**src/design/vai_pkg.sv**
```systemverilog
/*
  Shared constants and carriers for the ancillary data inserter.
  Assumes a 10-bit video word stream; 8-bit words sit in bits 9..2.
*/
package vai_pkg;

  localparam logic [7:0] VAI_PRE_ZERO   = 8'h00;
  localparam logic [7:0] VAI_PRE_ONES   = 8'hff;
  localparam logic [7:0] VAI_FLAG_FREE  = 8'h15;
  localparam logic [3:0] VAI_FLAG_BUSY  = 4'h1;
  localparam logic [9:0] VAI_LINE_EQP_A = 10'd20;
  localparam logic [9:0] VAI_LINE_EQP_B = 10'd333;
  localparam logic [9:0] VAI_LINE_ASP_A = 10'd23;
  localparam logic [9:0] VAI_LINE_ASP_B = 10'd623;
  localparam logic [2:0] VAI_HDR_LAST_8  = 3'd4;
  localparam logic [2:0] VAI_HDR_LAST_10 = 3'd2;
  localparam logic [1:0] VAI_DET_FLAG   = 2'd3;
  localparam logic [1:0] VAI_PRE_FLAG   = 2'd3;
  localparam logic [1:0] VAI_CNT_RST    = 2'd0;
  localparam logic [8:0] VAI_SUM_RST    = 9'h000;
  localparam int         VAI_BUF_DEPTH  = 2;

  typedef enum logic [2:0] {
    VAI_ST_SCAN = 3'b000,
    VAI_ST_HDR  = 3'b001,
    VAI_ST_DATA = 3'b011,
    VAI_ST_SUM  = 3'b010,
    VAI_ST_PRE  = 3'b110
  } vai_state_e;

  typedef struct packed {
    logic [9:0] word;
    logic [9:0] line;
    logic       anc;
  } vai_vid_s;

  typedef struct packed {
    logic [11:0] typ;
    logic [7:0]  len;
    logic [7:0]  ident;
    logic [7:0]  blkno;
  } vai_hdr_s;

endpackage
```
**src/design/vai_inserter.sv**
```systemverilog
/*
  Ancillary packet inserter in a 4:2:2 video word stream, with a two-entry
  output buffer. Assumes upstream marks the active part of field-blanking
  lines (anc) and the line number; all inputs are on clock_i.
*/
// How it works
// Each ancillary packet is preceded by zero, two all-ones, flag words.
// Flag value 15h means no further ancillary data on this line.
// Receivers treat any other flag as data directly after preamble.
// Insertion changes flag from 15h and appends a free preamble after.
// Non-preamble 8-bit words carry four Hamming (8,4) coded bits.
// Lines 20 and 333 stay reserved in 625-line mode.
// Optional header: three type words then two length words, coded.
// 10-bit header: ident, block, count with parities; checksum closes.
// Lines 23 and 623 stay reserved in 625 mode for aspect flag.
// Preamble found by zero, ones, ones on consecutive words, then flag.
// Insert only at free flag; never overwrite an existing packet.
`timescale 1ns/100ps
module vai_inserter
  import vai_pkg::*;
(
  input  wire logic     clock_i,
  input  wire logic     sys_rst_i,
  input  wire vai_vid_s vid_i,
  input  wire logic     vid_valid_i,
  output logic          vid_ready_o,
  output vai_vid_s      vid_o,
  output logic          vid_valid_o,
  input  wire logic     vid_ready_i,
  input  wire logic [7:0] pay_i,
  input  wire logic     pay_valid_i,
  input  wire logic     pay_last_i,
  output logic          pay_ready_o,
  input  wire vai_hdr_s hdr_i,
  input  wire logic     hdr_en_i,
  input  wire logic     ten_bit_i,
  input  wire logic     mode625_i,
  output logic          busy_o
);

  function automatic logic [7:0] ham84(input logic [3:0] n);
    case (n)
      4'h0: ham84 = 8'h15;
      4'h1: ham84 = 8'h02;
      4'h2: ham84 = 8'h49;
      4'h3: ham84 = 8'h5e;
      4'h4: ham84 = 8'h64;
      4'h5: ham84 = 8'h73;
      4'h6: ham84 = 8'h38;
      4'h7: ham84 = 8'h2f;
      4'h8: ham84 = 8'hd0;
      4'h9: ham84 = 8'hc7;
      4'ha: ham84 = 8'h8c;
      4'hb: ham84 = 8'h9b;
      4'hc: ham84 = 8'ha1;
      4'hd: ham84 = 8'hb6;
      4'he: ham84 = 8'hfd;
      default: ham84 = 8'hea;
    endcase
  endfunction

  // Word for the 8-bit format: coded byte in the upper eight bits
  function automatic logic [9:0] w8(input logic [3:0] n);
    w8 = {ham84(n), 2'b00};
  endfunction

  // Bit 8 makes the low nine bits even, bit 9 is its complement
  function automatic logic [9:0] w10(input logic [7:0] b);
    w10 = {~(^b), ^b, b};
  endfunction

  vai_state_e  state_reg;
  logic [1:0]  det_cnt_reg;
  logic [2:0]  hdr_idx_reg;
  logic [1:0]  pre_idx_reg;
  logic [8:0]  sum_reg;
  vai_vid_s    buf_mem [VAI_BUF_DEPTH];
  logic        wr_ptr_reg;
  logic        rd_ptr_reg;
  logic [1:0]  cnt_reg;

  logic        room;
  logic        step;
  logic        pop;
  logic        reserved;
  logic        can_ins;
  logic        at_flag;
  logic [7:0]  in_hi;
  logic [9:0]  out_word;
  logic [9:0]  hdr_word;
  logic        start;
  logic        hdr_last;
  vai_state_e  state_next;
  vai_vid_s    out_vid;

  assign in_hi = vid_i.word[9:2];
  assign room = (cnt_reg != 2'(VAI_BUF_DEPTH));
  assign pop = vid_valid_o & vid_ready_i;
  // A data slot needs a payload byte; stalling the video keeps them aligned
  assign step = vid_valid_i & room & ((state_reg != VAI_ST_DATA) | pay_valid_i);
  assign vid_ready_o = room & ((state_reg != VAI_ST_DATA) | pay_valid_i);
  assign pay_ready_o = step & (state_reg == VAI_ST_DATA);
  assign busy_o = (state_reg != VAI_ST_SCAN);

  always_comb
  begin
    reserved = mode625_i &
      ((vid_i.line == VAI_LINE_EQP_A) | (vid_i.line == VAI_LINE_EQP_B));
    if (mode625_i & ((vid_i.line == VAI_LINE_ASP_A) |
                     (vid_i.line == VAI_LINE_ASP_B)))
    begin
      reserved = 1'b1;
    end
  end

  assign can_ins = pay_valid_i & vid_i.anc & ~reserved;
  // Own appended preamble also offers its flag slot, so inserts chain
  assign at_flag = ((state_reg == VAI_ST_SCAN) & (det_cnt_reg == VAI_DET_FLAG)
                    & (in_hi == VAI_FLAG_FREE)) |
                   ((state_reg == VAI_ST_PRE) & (pre_idx_reg == VAI_PRE_FLAG));
  assign start = at_flag & can_ins;
  assign hdr_last = ten_bit_i ? (hdr_idx_reg == VAI_HDR_LAST_10)
                              : (hdr_idx_reg == VAI_HDR_LAST_8);

  always_comb
  begin
    hdr_word = w8(hdr_i.typ[3:0]);
    if (ten_bit_i)
    begin
      case (hdr_idx_reg)
        3'd0: hdr_word = w10(hdr_i.ident);
        3'd1: hdr_word = w10(hdr_i.blkno);
        default: hdr_word = w10(hdr_i.len);
      endcase
    end
    else
    begin
      case (hdr_idx_reg)
        3'd0: hdr_word = w8(hdr_i.typ[3:0]);
        3'd1: hdr_word = w8(hdr_i.typ[7:4]);
        3'd2: hdr_word = w8(hdr_i.typ[11:8]);
        3'd3: hdr_word = w8(hdr_i.len[3:0]);
        default: hdr_word = w8(hdr_i.len[7:4]);
      endcase
    end
  end

  always_comb
  begin
    out_word = vid_i.word;
    state_next = state_reg;
    case (state_reg)
      VAI_ST_SCAN:
      begin
        if (start)
        begin
          out_word = w8(VAI_FLAG_BUSY);
          state_next = hdr_en_i ? VAI_ST_HDR : VAI_ST_DATA;
        end
      end
      VAI_ST_HDR:
      begin
        out_word = hdr_word;
        if (hdr_last)
        begin
          state_next = VAI_ST_DATA;
        end
      end
      VAI_ST_DATA:
      begin
        out_word = ten_bit_i ? w10(pay_i) : w8(pay_i[3:0]);
        if (pay_last_i)
        begin
          state_next = ten_bit_i ? VAI_ST_SUM : VAI_ST_PRE;
        end
      end
      VAI_ST_SUM:
      begin
        out_word = {~sum_reg[8], sum_reg};
        state_next = VAI_ST_PRE;
      end
      VAI_ST_PRE:
      begin
        case (pre_idx_reg)
          2'd0: out_word = {VAI_PRE_ZERO, 2'b00};
          2'd1: out_word = {VAI_PRE_ONES, 2'b00};
          2'd2: out_word = {VAI_PRE_ONES, 2'b00};
          default:
          begin
            if (start)
            begin
              out_word = w8(VAI_FLAG_BUSY);
              state_next = hdr_en_i ? VAI_ST_HDR : VAI_ST_DATA;
            end
            else
            begin
              out_word = {VAI_FLAG_FREE, 2'b00};
              state_next = VAI_ST_SCAN;
            end
          end
        endcase
      end
      default: state_next = VAI_ST_SCAN;
    endcase
    out_vid = '{word: out_word, line: vid_i.line, anc: vid_i.anc};
  end

  // Sequencer; a packet must fit in the free tail of the line, not checked here: a started packet runs on past the end of anc
  always_ff @(posedge clock_i)
  begin
    if (sys_rst_i)
    begin
      state_reg <= VAI_ST_SCAN;
    end
    else if (step)
    begin
      state_reg <= state_next;
    end
  end

  // Preamble detector on the incoming words
  always_ff @(posedge clock_i)
  begin
    if (sys_rst_i)
    begin
      det_cnt_reg <= VAI_CNT_RST;
    end
    else if (step)
    begin
      if (!vid_i.anc || state_reg != VAI_ST_SCAN)
      begin
        det_cnt_reg <= VAI_CNT_RST;
      end
      else
      begin
        case (det_cnt_reg)
          2'd1: det_cnt_reg <= (in_hi == VAI_PRE_ONES) ? 2'd2
                : ((in_hi == VAI_PRE_ZERO) ? 2'd1 : 2'd0);
          2'd2: det_cnt_reg <= (in_hi == VAI_PRE_ONES) ? 2'd3
                : ((in_hi == VAI_PRE_ZERO) ? 2'd1 : 2'd0);
          2'd3: det_cnt_reg <= VAI_CNT_RST;
          default: det_cnt_reg <= (in_hi == VAI_PRE_ZERO) ? 2'd1 : 2'd0;
        endcase
      end
    end
  end

  always_ff @(posedge clock_i)
  begin
    if (sys_rst_i)
    begin
      hdr_idx_reg <= 3'd0;
      pre_idx_reg <= VAI_CNT_RST;
    end
    else if (step)
    begin
      hdr_idx_reg <= (state_reg == VAI_ST_HDR) ? hdr_idx_reg + 3'd1 : 3'd0;
      pre_idx_reg <= (state_reg == VAI_ST_PRE) ? pre_idx_reg + 2'd1
                                               : VAI_CNT_RST;
    end
  end

  // Checksum runs over header and payload words, nine bits wide
  always_ff @(posedge clock_i)
  begin
    if (sys_rst_i)
    begin
      sum_reg <= VAI_SUM_RST;
    end
    else if (step)
    begin
      if (start)
      begin
        sum_reg <= VAI_SUM_RST;
      end
      else if (state_reg == VAI_ST_HDR || state_reg == VAI_ST_DATA)
      begin
        sum_reg <= sum_reg + out_word[8:0];
      end
    end
  end

  // Two-entry output buffer so a stall downstream drops nothing
  always_ff @(posedge clock_i)
  begin
    if (step)
    begin
      buf_mem[wr_ptr_reg] <= out_vid;
    end
  end

  always_ff @(posedge clock_i)
  begin
    if (sys_rst_i)
    begin
      wr_ptr_reg <= 1'b0;
      rd_ptr_reg <= 1'b0;
      cnt_reg <= 2'd0;
    end
    else
    begin
      if (step)
      begin
        wr_ptr_reg <= ~wr_ptr_reg;
      end
      if (pop)
      begin
        rd_ptr_reg <= ~rd_ptr_reg;
      end
      cnt_reg <= cnt_reg + {1'b0, step} - {1'b0, pop};
    end
  end

  assign vid_valid_o = (cnt_reg != 2'd0);
  assign vid_o = buf_mem[rd_ptr_reg];

endmodule

```
**config.mk**
```make
export PLATFORM = sky130hd
export DESIGN_NAME = vai_inserter
export DESIGN_NICKNAME = d
export VERILOG_FILES = /design/src/design/vai_pkg.sv /design/src/design/vai_inserter.sv
export SDC_FILE = /design/constraint.sdc
export NUM_CORES = 1
export LEC_CHECK = 0
export BUFFER_PORTS_ARGS = -buffer_cell sky130_fd_sc_hd__buf_2
export CAP_MARGIN = 25
export CORE_MARGIN = 5
export CORE_UTILIZATION = 60
export CTS_BUF_LIST = sky130_fd_sc_hd__clkbuf_4
export DETAILED_ROUTE_END_ITERATION = 8
export PLACE_DENSITY = 0.86
export SLEW_MARGIN = 20
export SYNTH_ARGS = -nofsm -noshare
export SYNTH_HDL_FRONTEND = slang
export SYNTH_SLANG_ARGS = --single-unit
```
**constraint.sdc**
```tcl
create_clock -name clock_i -period 11.26 [get_ports clock_i]
set_input_delay 1.689 -clock clock_i [delete_from_list [all_inputs] [get_ports clock_i]]
set_output_delay 1.689 -clock clock_i [all_outputs]
set_load 0.1 [all_outputs]
```
==> impl_metrics.py <==
metrics = {
    "timing": {
        "clock-skew-final_ps": 18.0,
        "finalMaxSlewViolations": 0,
        "max_freq_ghz": 0.184,
        "totalNegativeSetupSlack_ps": 0,
        "setup_viol": 0,
        "finalHoldViolCount": 0,
        "final_critical_path_setup_slack_ps": 5820,
        "worst_slew_margin_rel_pct": 35.2,
        "fin_crit_ps": 5440,
        "final_min_period_over_clock_period_pct": 48.3,
        "worst_max_slew_pin_slew_ps": 970,
        "rsz0062_at_grt": "no",
    },
    "yosys": {
        "yosysWarnings": 0,
        "arithmetic_cell_share_of_the_synthesized_area_counting_full_adders_half_adders_and_majority_gates_pct": 5.13,
        "synth_area_in_compound_gates_pct": 19.0,
        "most_used_standard_cell_by_instance_count_after_synthesis": "sky130_fd_sc_hd__xnor2_1",
        "portion_of_netlist_area_occupied_by_mux_cells_pct": 7.04,
        "postSynth.topFlopCell": "sky130_fd_sc_hd__edfxtp_1",
        "number_of_library_cell_types_mapped_by_synthesis": 74,
        "async_reset_ff_share_pct": 0,
        "yosys.area_share.simple_pct": 15.8,
        "yosys-top-cells-area": "sky130_fd_sc_hd__edfxtp_1 (26%), sky130_fd_sc_hd__dfxtp_1 (10%), sky130_fd_sc_hd__xnor2_1 (8.1%)",
        "syn_inst": 489,
        "ys_seq_elements": 66,
        "cell_taking_the_most_area_after_synthesis": "sky130_fd_sc_hd__edfxtp_1",
        "post_synth.cell_area_avg_um2": 9.77,
        "synth_top_family_by_area": "compound AO/OA/AOI/OAI gates",
        "synth-seq-area-share_pct": 36.4,
        "post-synth-top-area-fraction_pct": 26.4,
        "synth-edff-count": 42,
        "ys_top_cells_by_count": "sky130_fd_sc_hd__xnor2_1 (44), sky130_fd_sc_hd__edfxtp_1 (42), sky130_fd_sc_hd__nor2_1 (40), sky130_fd_sc_hd__nand2_1 (34), sky130_fd_sc_hd__a21oi_1 (28)",
        "mappedNetlistNets": 582,
        "synth.cell_area_mm2": 0.00478,
        "synth-xor-area-share_pct": 12.2,
    },
    "routing": {
        "dr.pass1.iters": 5,
        "route.detailed.drc": 0,
        "total_wirelength_um": 12600,
        "detail_route.vias_per_cell": 6.15,
        "drt_iter0_drc": 334,
        "vias": 4193,
        "route.detailed.wl_per_inst_um": 18.4,
        "drt.antenna.violating_nets": 0,
    },
    "setup_path": {
        "critical_path.max_fanout": 7,
        "arrival_ps": 5790,
        "regToRegStartpoint": "hdr_idx_reg[1]",
        "setup.worst_path.class": "primary input to flop",
        "worstSetupStartpoint": "vid_i[14]",
        "critPathLaunchType": "primary input",
        "critPathRequiredTime_ps": 11610,
        "cp-end-kind": "flop",
    },
    "placement": {
        "io_buffer_count": 98,
        "gpl.final_weighted_congestion": 1.00,
        "place.detailed.hpwl_um": 9780,
        "placed_cell_area_mm2": 0.00528,
        "post-place-ws_ps": 5480,
    },
    "clocking": {
        "cts.hold.buffers_added": 0,
        "cts.sinks": 66,
        "clock-root-buffer": "sky130_fd_sc_hd__clkbuf_4",
        "cts_made_buffers": 9,
        "tritoncts": "done",
        "htree_levels": 3,
        "clockBufferDepth": 2,
        "clk_latency_ps": 410,
        "post_cts.resized_instances": 0,
        "postCtsSetupRepairBufs": 0,
        "clock_pin_slew_reported_for_the_worst_setup_and_hold_paths_after_clock_tree_synthesis_ps": 120,
    },
    "grt": {
        "pin_count_of_the_biggest_net_entering_global_routing": 25,
        "antenna_found_initial": 0,
        "grt_pass1_wl_um": 20400,
        "global_route.overflow_total": 0,
        "grt_pass1_vias": 4193,
        "gr-usage-all-layers_pct": 25.6,
    },
    "final_layout": {
        "syn2layout_area_growth_pct": 12.7,
        "layout-drive-gt1-share_pct": 26.7,
        "largest_register_ffs": 42,
        "fin_area_mm2": 0.00539,
        "numnets_final": 668,
        "num_antenna_cells": 0,
    },
    "min_path": {
        "hold_path_class": "flop to flop",
        "worst_hold_path_startpoint": "pre_idx_reg[1]",
    },
    "floorplan": {
        "die_y_um": 99.3,
        "core_mm2": 0.00773,
        "pin_count": 99,
        "die_w_um": 99.3,
        "initial_utilization_pct": 61.9,
        "design.die.area_mm2": 0.00985,
        "site_rows": 32,
    },
    "power": {
        "power_density_mw_per_mm2": 158,
        "irDropWorstVdd_uv": 75.0,
        "cellLeakagePower_uw": 0.00205,
    },
    "flow_run": {
        "drv_cap": 0,
    },
    "outcome": {
        "run_status": "finished, final reports clean",
    },
}
-- critical path, stage by stage --
cell	delay (ps)
sky130_fd_sc_hd__buf_2	120
sky130_fd_sc_hd__or4_4	540
sky130_fd_sc_hd__nor4_2	330
sky130_fd_sc_hd__nand2b_1	90
sky130_fd_sc_hd__a21oi_1	120
sky130_fd_sc_hd__and4_1	370
sky130_fd_sc_hd__a211oi_2	150
sky130_fd_sc_hd__a2111o_1	470
sky130_fd_sc_hd__ha_1	320
sky130_fd_sc_hd__nor2b_1	140
sky130_fd_sc_hd__o21a_1	140
sky130_fd_sc_hd__o21ai_1	120
sky130_fd_sc_hd__a211o_2	370
sky130_fd_sc_hd__nor4_1	260
sky130_fd_sc_hd__a311oi_2	100
sky130_fd_sc_hd__a211o_1	320
sky130_fd_sc_hd__a31oi_1	150
-- path summary, 6_finish.rpt --
check / slack, ps / end / cells after the start
min reg2reg: 490 / pre_idx_reg[1] / 2
max reg2reg: 6380 / sum_reg[8] / 17
max: 5820 / sum_reg[8] / 17
min: 490 / pre_idx_reg[1] / 2
-- routing by layer --
| layer | vias to the layer above | wire [µm] | part of all wire (%) | GRT usage (%) |
|---|---|---|---|---|
| met5 | - | 0 | 0 | 0 |
| met4 | 0 | 340 | 2.7 | 9.56 |
| met3 | 36 | 1060 | 8.4 | 4.56 |
| met2 | 206 | 6100 | 49 | 44.0 |
| met1 | 1961 | 5060 | 40 | 32.2 |
| li1 | 1990 | - | - | - |
-- area by class of cell --
cell class | count | area, µm²
Multi-Input combinational cell | 383 | 2830
Fill cell | 639 | 2340
Tap cell | 102 | 128
Clock inverter | 7 | 45.0
Sequential cell | 66 | 1740
Clock buffer | 9 | 67.6
Inverter | 15 | 70.1
Timing Repair Buffer | 100 | 505
-- logic make-up after synthesis --
logic type	after synthesis
flops	66
compound gates	123
xor+xnor	64
simple gates	146
mux	31
buf+inv	40
fa+ha+maj	19
-- placed cells by master, fill, tap and decap left out, types with 10 or more instances in the layout --
| cell type | n |
|---|---|
| sky130_fd_sc_hd__inv_1 | 12 |
| sky130_fd_sc_hd__o21ai_0 | 10 |
| sky130_fd_sc_hd__a21oi_1 | 28 |
| sky130_fd_sc_hd__nand2_1 | 34 |
| sky130_fd_sc_hd__xor2_1 | 17 |
| sky130_fd_sc_hd__a22oi_1 | 15 |
| sky130_fd_sc_hd__nor3_1 | 11 |
| sky130_fd_sc_hd__nor2_1 | 40 |
| sky130_fd_sc_hd__dfxtp_1 | 24 |
| sky130_fd_sc_hd__xnor2_1 | 44 |
| sky130_fd_sc_hd__edfxtp_1 | 42 |
| sky130_fd_sc_hd__buf_2 | 98 |
| sky130_fd_sc_hd__mux2i_1 | 10 |
| sky130_fd_sc_hd__mux2_2 | 21 |
| sky130_fd_sc_hd__ha_1 | 18 |
-- power by group --
group          switching (µW)  total, µW  internal [µW]
sequential               17.9        309            291
clock                    86.1        131           44.5
combinational             312        414            102
total                     416        853            438
-- stage by stage --
step | std cells | hold WS, ps | total power (µW) | util [%]
after floorplan | 489 | 452 | 658 | -
after global routing | 682 | 521 | 895 | 69.7
final | 682 | 492 | 853 | 69.7
after CTS | 682 | 497 | 859 | 69.7
after global placement | 666 | 463 | 722 | 68.3
after detailed placement | 666 | 481 | 729 | 68.3
(Power assumes the default switching activity.)
